[src/hdl/dmc_cfg.svh]
/*
 holds offsets, field positions, range limits and timing counts for the
 motor channel command unit; assumes a 125 MHz clk_i.
*/
`ifndef DMC_CFG_SVH
`define DMC_CFG_SVH
`define DMC_CLK_MHZ 125
`define DMC_MS_CYCLES (`DMC_CLK_MHZ * 1000)
`define DMC_NCH 6
`define DMC_ADR_CMD 8'h00
`define DMC_ADR_ARG 8'h04
`define DMC_ADR_STAT 8'h08
`define DMC_ADR_CFG 8'h0C
`define DMC_ADR_SETPT 8'h10
`define DMC_ADR_FB 8'h30
`define DMC_CMD_OP_LSB 0
`define DMC_CMD_CH_LSB 4
`define DMC_CMD_VAL_LSB 8
`define DMC_ARG_VAL_LSB 0
`define DMC_ARG_DUR_LSB 16
`define DMC_POT_MAX 16'h0FFF
`define DMC_DUAL_MAX 16'h114C
`define DMC_ENC_MAX 16'h7FFF
`define DMC_SINGLE_DEG 332
`define DMC_MAXCH_SINGLE 3'h5
`define DMC_MAXCH_DUAL 3'h2
`define DMC_MAXCH_ENC 3'h1
`endif

[src/hdl/dmc_pkg.sv]
/*
 types shared by the motor channel command unit; no surroundings assumed.
*/
package dmc_pkg;
  typedef enum logic [1:0] {
    DMC_FB_SINGLE = 2'h0,
    DMC_FB_DUAL = 2'h1,
    DMC_FB_ENC = 2'h2
  } dmc_fb_t;
  typedef enum logic [1:0] {
    DMC_LOOP_PWM = 2'h0,
    DMC_LOOP_POS = 2'h1,
    DMC_LOOP_VEL = 2'h2
  } dmc_loop_t;
  typedef enum logic [3:0] {
    DMC_OP_FB = 4'h1,
    DMC_OP_LOOP = 4'h2,
    DMC_OP_POS_T = 4'h3,
    DMC_OP_POS_I = 4'h4,
    DMC_OP_VEL_T = 4'h5,
    DMC_OP_VEL_I = 4'h6,
    DMC_OP_RESUME = 4'h7,
    DMC_OP_SUSPEND = 4'h8
  } dmc_op_t;
  typedef enum logic [2:0] {
    DMC_ST_IDLE = 3'h1,
    DMC_ST_EXEC = 3'h2,
    DMC_ST_ACK = 3'h4
  } dmc_st_t;
endpackage

[src/hdl/dmc_ramp.sv]
/*
 one channel's setpoint generator: linear ramp over a millisecond period or
 an immediate jump; assumes commands arrive as one-cycle load pulses.
*/
`timescale 1ns/100ps
`default_nettype none
`include "dmc_cfg.svh"
module dmc_ramp #(
  parameter int MS_CYCLES = `DMC_MS_CYCLES
) (
  // clock and reset
  input wire logic clk_i,
  input wire logic rst_i,
  // command
  input wire logic load_i,
  input wire logic [15:0] target_i,
  input wire logic [15:0] dur_ms_i,
  // state
  output logic [15:0] setpt_o,
  output logic busy_o
);
  logic [31:0] tick_q, tick_d;
  logic [15:0] left_q, left_d, tgt_q, tgt_d, sp_d;
  logic signed [17:0] diff;
  logic signed [17:0] step;
  logic ms_tick;

  assign ms_tick = (tick_q == 32'(MS_CYCLES - 1));
  assign diff = $signed({2'b00, tgt_q}) - $signed({2'b00, setpt_o});
  // equal share of the remaining distance per millisecond keeps it linear
  assign step = (left_q == 16'h0000) ? diff :
    18'(diff / $signed({2'b00, left_q}));

  always_comb begin
    tick_d = (busy_o && !ms_tick) ? tick_q + 32'h1 : 32'h0;
    left_d = left_q;
    tgt_d = tgt_q;
    sp_d = setpt_o;
    if (load_i) begin
      // a new command restarts from the present setpoint
      tgt_d = target_i;
      tick_d = 32'h0;
      if (dur_ms_i == 16'h0000) begin
        sp_d = target_i;
        left_d = 16'h0000;
      end else begin
        left_d = dur_ms_i;
      end
    end else if (busy_o && ms_tick) begin
      sp_d = 16'(setpt_o + step[15:0]);
      left_d = (left_q == 16'h0000) ? 16'h0000 : left_q - 16'h1;
    end
  end

  always_ff @(posedge clk_i) begin
    if (rst_i) begin
      tick_q <= 32'h0;
      left_q <= 16'h0;
      tgt_q <= 16'h0;
      setpt_o <= 16'h0;
    end else begin
      tick_q <= tick_d;
      left_q <= left_d;
      tgt_q <= tgt_d;
      setpt_o <= sp_d;
    end
  end
  assign busy_o = (setpt_o != tgt_q);
endmodule // dmc_ramp
`default_nettype wire

[src/hdl/dmc_sync.sv]
/*
 three-stage synchroniser with agreement filter for one pin input;
 assumes the pin is asynchronous to clk_i.
*/
`timescale 1ns/100ps
`default_nettype none
module dmc_sync (
  // clock and reset
  input wire logic clk_i,
  input wire logic rst_i,
  // pin and result
  input wire logic pin_i,
  output logic level_o
);
  logic s1_q, s2_q, s3_q;
  always_ff @(posedge clk_i) begin
    if (rst_i) begin
      s1_q <= 1'b0;
      s2_q <= 1'b0;
      s3_q <= 1'b0;
      level_o <= 1'b0;
    end else begin
      s1_q <= pin_i;
      s2_q <= s1_q;
      s3_q <= s2_q;
      if (s2_q == s3_q) begin
        level_o <= s3_q;
      end
    end
  end
endmodule // dmc_sync
`default_nettype wire

[src/hdl/dmc_top.sv]
/*
 motor channel command unit: wishbone command registers, per-channel
 feedback and loop selection, enables and setpoint ramps for six channels.
 assumes a classic wishbone master on clk_i and the pid/pwm stage outside.
*/
`timescale 1ns/100ps
`default_nettype none
`include "dmc_cfg.svh"
module dmc_top import dmc_pkg::*; #(
  parameter int NCH = `DMC_NCH,
  parameter int MS_CYCLES = `DMC_MS_CYCLES
) (
  // clock and reset
  input wire logic clk_i,
  input wire logic rst_i,
  // wishbone slave
  input wire logic wb_cyc_i,
  input wire logic wb_stb_i,
  input wire logic wb_we_i,
  input wire logic [7:0] wb_adr_i,
  input wire logic [3:0] wb_sel_i,
  input wire logic [31:0] wb_dat_i,
  output logic [31:0] wb_dat_o,
  output logic wb_ack_o,
  // pwm drive from the outer pid stage, gated here
  input wire logic [NCH-1:0] pwm_raw_i,
  output logic [NCH-1:0] pwm_o,
  // per channel state to the pid stage
  output logic [NCH-1:0] chan_en_o,
  output logic [2*NCH-1:0] feedback_sensor_select_o,
  output logic [2*NCH-1:0] loop_mode_select_o,
  output logic [16*NCH-1:0] setpoint_o,
  // potentiometer routing, primary and partner input index per channel
  output logic [3*NCH-1:0] pot_a_sel_o,
  output logic [3*NCH-1:0] pot_b_sel_o,
  // encoder index pins
  input wire logic [1:0] enc_index_i,
  output logic [1:0] enc_index_o
);
  localparam logic [2:0] NCH3 = 3'(NCH);

  dmc_st_t st_q, st_d;
  logic [31:0] arg_q, cmd_q, rdat;
  logic [1:0] fb_q [NCH];
  logic [1:0] loop_q [NCH];
  logic [NCH-1:0] en_q, load, busy;
  logic [15:0] sp [NCH];
  logic wb_req, wr_cmd, wr_arg;
  logic [3:0] op;
  logic [2:0] ch;
  logic [1:0] val2;
  logic [1:0] ch_fb;
  logic ch_ok, is_target, do_exec, vel_refused;
  logic [2:0] rd_idx;
  logic [7:0] setpt_off;

  // decode
  assign wb_req = wb_cyc_i && wb_stb_i && !wb_ack_o;
  assign wr_cmd = wb_req && wb_we_i && (wb_adr_i == `DMC_ADR_CMD) &&
    (wb_sel_i == 4'hF);
  assign wr_arg = wb_req && wb_we_i && (wb_adr_i == `DMC_ADR_ARG);
  assign op = cmd_q[`DMC_CMD_OP_LSB +: 4];
  assign ch = cmd_q[`DMC_CMD_CH_LSB +: 3];
  assign val2 = cmd_q[`DMC_CMD_VAL_LSB +: 2];
  assign ch_fb = (ch < NCH3) ? fb_q[ch] : 2'h0;
  // legality of channel against its present feedback type
  assign ch_ok = (ch < NCH3) &&
    ((ch_fb == DMC_FB_SINGLE && ch <= `DMC_MAXCH_SINGLE) ||
     (ch_fb == DMC_FB_DUAL && ch <= `DMC_MAXCH_DUAL) ||
     (ch_fb == DMC_FB_ENC && ch <= `DMC_MAXCH_ENC));
  assign is_target = (op == DMC_OP_POS_T) || (op == DMC_OP_POS_I) ||
    (op == DMC_OP_VEL_T) || (op == DMC_OP_VEL_I);
  assign do_exec = (st_q == DMC_ST_EXEC) && ch_ok;
  // velocity target on single feedback is dropped whole, enable too
  assign vel_refused = ((op == DMC_OP_VEL_T) || (op == DMC_OP_VEL_I)) &&
    (ch_fb == DMC_FB_SINGLE);

  // command sequencer: take, execute, acknowledge
  always_comb begin
    case (st_q)
      DMC_ST_IDLE: st_d = wb_req ? (wr_cmd ? DMC_ST_EXEC : DMC_ST_ACK) :
        DMC_ST_IDLE;
      DMC_ST_EXEC: st_d = DMC_ST_ACK;
      DMC_ST_ACK: st_d = DMC_ST_IDLE;
      default: st_d = DMC_ST_IDLE;
    endcase
  end

  always_ff @(posedge clk_i) begin
    if (rst_i) begin
      st_q <= DMC_ST_IDLE;
      cmd_q <= 32'h0;
      arg_q <= 32'h0;
    end else begin
      st_q <= st_d;
      if (wr_cmd) begin
        cmd_q <= wb_dat_i;
      end
      if (wr_arg) begin
        for (int b = 0; b < 4; b++) begin
          if (wb_sel_i[b]) begin
            arg_q[8*b +: 8] <= wb_dat_i[8*b +: 8];
          end
        end
      end
    end
  end

  // per channel configuration
  always_ff @(posedge clk_i) begin
    if (rst_i) begin
      for (int i = 0; i < NCH; i++) begin
        fb_q[i] <= DMC_FB_SINGLE;
        loop_q[i] <= DMC_LOOP_PWM;
      end
      en_q <= '0;
    end else if (do_exec) begin
      case (op)
        DMC_OP_FB: begin
          // codes above 2 and encoder beyond channel 1 are dropped
          if (val2 == DMC_FB_SINGLE ||
              (val2 == DMC_FB_DUAL && ch <= `DMC_MAXCH_DUAL) ||
              (val2 == DMC_FB_ENC && ch <= `DMC_MAXCH_ENC)) begin
            fb_q[ch] <= val2;
            // velocity cannot survive a move to single feedback
            if (val2 == DMC_FB_SINGLE && loop_q[ch] == DMC_LOOP_VEL) begin
              loop_q[ch] <= DMC_LOOP_PWM;
            end
          end
        end
        DMC_OP_LOOP: begin
          if (val2 != 2'h3 &&
              !(val2 == DMC_LOOP_VEL && ch_fb == DMC_FB_SINGLE)) begin
            loop_q[ch] <= val2;
          end
        end
        DMC_OP_RESUME: en_q[ch] <= 1'b1;
        DMC_OP_SUSPEND: en_q[ch] <= 1'b0;
        DMC_OP_POS_T, DMC_OP_POS_I, DMC_OP_VEL_T, DMC_OP_VEL_I: begin
          if (!vel_refused) begin
            en_q[ch] <= 1'b1;
          end
        end
        default: ;
      endcase
    end
  end

  // setpoint generators, one per channel
  // velocity values pass through unscaled; units follow feedback
  for (genvar g = 0; g < NCH; g++) begin : g_ch
    logic vel_single;
    assign vel_single = (op == DMC_OP_VEL_T || op == DMC_OP_VEL_I) &&
      (fb_q[g] == DMC_FB_SINGLE);
    assign load[g] = do_exec && is_target && (ch == 3'(g)) && !vel_single;
    dmc_ramp #(
      .MS_CYCLES(MS_CYCLES)
    ) u_ramp (
      .clk_i(clk_i),
      .rst_i(rst_i),
      .load_i(load[g]),
      .target_i(arg_q[`DMC_ARG_VAL_LSB +: 16]),
      // immediate commands carry no period
      .dur_ms_i((op == DMC_OP_POS_T || op == DMC_OP_VEL_T) ?
        arg_q[`DMC_ARG_DUR_LSB +: 16] : 16'h0000),
      .setpt_o(sp[g]),
      .busy_o(busy[g])
    );
  end

  // encoder index pins pass the filter
  for (genvar e = 0; e < 2; e++) begin : g_enc
    logic lvl;
    dmc_sync u_sync (
      .clk_i(clk_i),
      .rst_i(rst_i),
      .pin_i(enc_index_i[e]),
      .level_o(lvl)
    );
    always_ff @(posedge clk_i) begin
      if (rst_i) begin
        enc_index_o[e] <= 1'b0;
      end else begin
        enc_index_o[e] <= lvl && (fb_q[e] == DMC_FB_ENC);
      end
    end
  end

  // registered outputs
  always_ff @(posedge clk_i) begin
    if (rst_i) begin
      pwm_o <= '0;
      chan_en_o <= '0;
      feedback_sensor_select_o <= '0;
      loop_mode_select_o <= '0;
      setpoint_o <= '0;
      pot_a_sel_o <= '0;
      pot_b_sel_o <= '0;
    end else begin
      pwm_o <= pwm_raw_i & en_q;
      chan_en_o <= en_q;
      for (int i = 0; i < NCH; i++) begin
        feedback_sensor_select_o[2*i +: 2] <= fb_q[i];
        loop_mode_select_o[2*i +: 2] <= loop_q[i];
        setpoint_o[16*i +: 16] <= sp[i];
        pot_a_sel_o[3*i +: 3] <= 3'(i);
        // dual pairs mirror around the middle of the pot bank
        pot_b_sel_o[3*i +: 3] <= (fb_q[i] == DMC_FB_DUAL) ?
          3'(NCH - 1 - i) : 3'(i);
      end
    end
  end

  // read mux; unmapped addresses read zero
  assign setpt_off = wb_adr_i - `DMC_ADR_SETPT;
  assign rd_idx = setpt_off[4:2];
  always_comb begin
    rdat = 32'h0;
    if (wb_adr_i == `DMC_ADR_CMD) begin
      rdat = cmd_q;
    end else if (wb_adr_i == `DMC_ADR_ARG) begin
      rdat = arg_q;
    end else if (wb_adr_i == `DMC_ADR_STAT) begin
      rdat = {16'h0, 2'h0, busy, 2'h0, en_q};
    end else if (wb_adr_i == `DMC_ADR_CFG) begin
      for (int i = 0; i < NCH; i++) begin
        rdat[4*i +: 4] = {loop_q[i], fb_q[i]};
      end
    end else if (wb_adr_i >= `DMC_ADR_SETPT && wb_adr_i < `DMC_ADR_FB &&
                 wb_adr_i[1:0] == 2'h0 && rd_idx < NCH3) begin
      rdat = {16'h0, sp[rd_idx]};
    end
  end

  always_ff @(posedge clk_i) begin
    if (rst_i) begin
      wb_ack_o <= 1'b0;
      wb_dat_o <= 32'h0;
    end else begin
      wb_ack_o <= (st_d == DMC_ST_ACK) && (st_q != DMC_ST_ACK);
      wb_dat_o <= rdat;
    end
  end
endmodule // dmc_top
`default_nettype wire

[config.mk]
export PLATFORM = sky130hd
export DESIGN_NAME = dmc_top
export DESIGN_NICKNAME = d
export VERILOG_FILES = /design/src/hdl/dmc_pkg.sv /design/src/hdl/dmc_ramp.sv /design/src/hdl/dmc_sync.sv /design/src/hdl/dmc_top.sv
export VERILOG_INCLUDE_DIRS = /design/src /design/src/hdl
export SDC_FILE = /design/constraint.sdc
export NUM_CORES = 2
export LEC_CHECK = 0
export BUFFER_PORTS_ARGS = -buffer_cell sky130_fd_sc_hd__buf_2
export CAP_MARGIN = 20
export CORE_ASPECT_RATIO = 0.8
export CORE_MARGIN = 1.5
export CORE_UTILIZATION = 45
export DETAILED_ROUTE_END_ITERATION = 16
export GPL_TIMING_DRIVEN = 0
export HOLD_SLACK_MARGIN = 0.1
export MAX_ROUTING_LAYER = met4
export PLACE_DENSITY_LB_ADDON = 0.05
export REMOVE_ABC_BUFFERS = 1
export SETUP_SLACK_MARGIN = 0.3
export SYNTH_ARGS = -nofsm -noshare
export SYNTH_HDL_FRONTEND = slang
export SYNTH_HIERARCHICAL = 1
export SYNTH_SLANG_ARGS = --single-unit
export TNS_END_PERCENT = 100
[constraint.sdc]
create_clock -name clk_i -period 53.3 [get_ports clk_i]
set_input_delay 10.66 -clock clk_i [delete_from_list [all_inputs] [get_ports clk_i]]
set_output_delay 10.66 -clock clk_i [all_outputs]
set_load 0.005 [all_outputs]
==> results_dict.tcl <==
set metrics [dict create \
    outcome "finished, final reports clean" \
    core_area_sq_um 221000 \
    required_ns 53.91 \
    drtIter0Drc 9322 \
    hold_viol 0 \
    dp_slack_ns 5.71 \
    synth_enable_flop_cells 32 \
    postLayoutCoreUtil 0.489 \
    viasPerCell 6.28 \
    hpwl_um 301000 \
    slew_violations 0 \
    path_clk_slew_ns 0.07 \
    stdcell_area_sq_um 108000 \
    cts_tree "done" \
    cts-root-buf "clkbuf_16" \
    port_buffers 242 \
    ios 260 \
    skew_ns 0.103 \
    worst_path_largest_cell_delay_ns 0.85 \
    min_period_over_period 0.910 \
    setup_ws_ns 4.79 \
    start_util 0.454 \
    cpMostUsedCell "ha_1" \
    clkLatencyLatePin_ns 0.79 \
    slew_headroom 0.211 \
    cts_htree_levels 3 \
    cts_resized 0 \
    crit_arrival_ns 49.12 \
    worstSetupPathType "flip-flop to flip-flop" \
    die_h_um 425 \
    period_needed_ns 48.51 \
    dieArea_sq_um 225000 \
    grt_usage 0.336 \
    drt_pre_antenna_iters 7 \
    max_freq_ghz 0.0206 \
    critPathLaunchType "flip-flop" \
    hold_path.class "flip-flop to flip-flop" \
    place.gp.congestion 0.965 \
    wirelength_um 384000 \
    syn2layout_area_growth_pct 7.80 \
    path_max_fanout 22 \
    grt_overflow_total 0 \
    rsz0062_at_grt "false" \
    grt_pass1_wl_um 578000 \
    synth_flop_cell "dfxtp_1" \
    drc 0 \
    via_count 103557 \
    rows 154 \
    crit_path_end_kind "flip-flop" \
    cts_made_buffers 89 \
    drv_cap 0 \
    post-cts-setup-buffers 0 \
    antenna_found_initial 18 \
    nets 14753 \
    critPathSlowestCell "a41oi_1" \
    synth.cell_area_sq_um 100000 \
    async_reset_ff_frac 0 \
    setup_violations 0 \
    postCtsHoldBufs 0 \
    final_common_cell "nor2_1" \
    dpl-instance-area_sq_um 105000 \
    synth.ff_latch_count 773 \
    grt_max_degree 140 \
    cts_max_path_buffers 3 \
    clock_sinks 773 \
    final_cell_mix "nor2_1 (1395), nand2_1 (1262), ha_1 (1236)" \
    synth.top_cell.area_share 0.154 \
    worst_pin_slew_ns 1.15 \
    layout-drive-gt1-share 0.0826 \
    yosys-top-cells-area "ha_1 (15%), dfxtp_1 (15%), a21oi_1 (5.5%), nor2_1 (5.3%), xnor2_1 (5.1%)" \
    wire_per_inst_um 23.3 \
    yosysUniqueCellTypes 153 \
    avgSynthCellArea_sq_um 7.42 \
    ant_nets 0 \
    ys_seq_area_frac 0.158 \
    die_w_um 530 \
    netlist_instances 13484 \
    yosysTopAreaCell "ha_1" \
    grt_pass1_vias 94796 \
    ys_warn_count 6 \
]
-- path summary, 6_finish.rpt --
| check | from | to | slack [ns] | cells past startpoint |
|---|---|---|---|---|
| max reg2reg | g_ch[1].u_ramp/setpt_o[1]$_SDFFE_PP0P_ | g_ch[1].u_ramp/setpt_o[15]$_SDFFE_PP0P_ | 4.79 | 163 |
| min | g_ch[2].u_ramp/tick_q[0]$_SDFF_PP0_ | g_ch[2].u_ramp/tick_q[0]$_SDFF_PP0_ | 0.43 | 1 |
| min reg2reg | g_ch[2].u_ramp/tick_q[0]$_SDFF_PP0_ | g_ch[2].u_ramp/tick_q[0]$_SDFF_PP0_ | 0.43 | 1 |
| max | g_ch[1].u_ramp/setpt_o[1]$_SDFFE_PP0P_ | g_ch[1].u_ramp/setpt_o[15]$_SDFFE_PP0P_ | 4.79 | 163 |
-- cell families after synthesis --
logic type	synth area share
other cells	0.000263
mux	0.0414
fa+ha+maj	0.157
compound gates	0.273
flops	0.158
simple gates	0.242
xor+xnor	0.0860
buf+inv	0.0434
-- state kept, by name, summed over array words and instances, names as in the netlist, 6 cells and up, named ones only --
| name | count |
|---|---|
| g_ch.u_ramp/tick_q | 192 |
| g_ch.u_ramp/left_q | 96 |
| g_ch.u_ramp/setpt_o | 96 |
| g_ch.u_ramp/tgt_q | 96 |
| setpoint_o | 96 |
| arg_q | 32 |
| cmd_q | 32 |
| wb_dat_o | 32 |
| fb_q | 16 |
| loop_q | 16 |
| feedback_sensor_select_o | 12 |
| loop_mode_select_o | 12 |
| pot_b_sel_o | 9 |
| chan_en_o | 6 |
| pwm_o | 6 |
-- synthesized netlist by cell type, drive strengths merged (34+ instances only) --
cell and n:
or4 42, nor2b 273, clkbuf 374, a21boi 51, or2 120, o22ai 55
a211oi 174, nand4 108, xor2 399, a31o 40, mux2i 154, nor3 435
a311oi 51, a21o 318, nor2 1410, inv 581, ha 1236, o31ai 104
nor3b 46, a31oi 162, nor4b 35, a41oi 44, a221oi 59, buf 132
dfxtp 741, nand2b 126, o21ai 771, o2111ai 40, o21bai 52, or3 208
and2 132, a21oi 1109, xnor2 581, nor4 143, nand3b 34, nand2 1265
and3 127, o211a 49, mux2 195, a211o 49, o211ai 179, a22oi 75
nand3 389, o21a 299
-- metal layers --
metal | share of wire | vias up | track usage | routed length (um)
met5 | 0 | - | - | 0
met2 | 0.42 | 3749 | 0.495 | 163000
met1 | 0.47 | 49615 | 0.466 | 179000
li1 | - | 49629 | - | -
met3 | 0.068 | 564 | 0.0370 | 26100
met4 | 0.041 | 0 | 0.128 | 15900
-- area by class of cell --
class / instances / area, sq um
antenna: 19 / 47.5
clock buffer: 121 / 2450
clock inverter: 39 / 528
fill: 22064 / 113000
inverter: 586 / 2200
multi-input combinational: 11650 / 80300
sequential: 773 / 15800
tap: 2964 / 3710
timing repair buffer: 348 / 2870
-- critical path, delay by kind of cell, from the launching register on --
family          cells  cell delay (ns)
flops               1             0.58
simple gates       40            10.06
xor+xnor            1             0.23
compound gates     90            27.93
mux                 4             1.50
fa+ha+maj          20             6.55
buf+inv             8             1.41
-- per-stage QoR --
| stage | hold slack (ns) | std cells | TNS, ns |
|---|---|---|---|
| final | 0.435 | 16500 | 0 |
| after global routing | 0.468 | 16495 | 0 |
| after CTS | 0.439 | 16458 | 0 |
| after detailed placement | 0.430 | 16298 | 0 |
| after global placement | 0.426 | 16215 | -0.984 |
| after floorplan | 0.413 | 13009 | 0 |
Power is left out: the tool's default activity adds up to more than one toggle a clock period on the data nets, which glitch-free logic cannot reach.
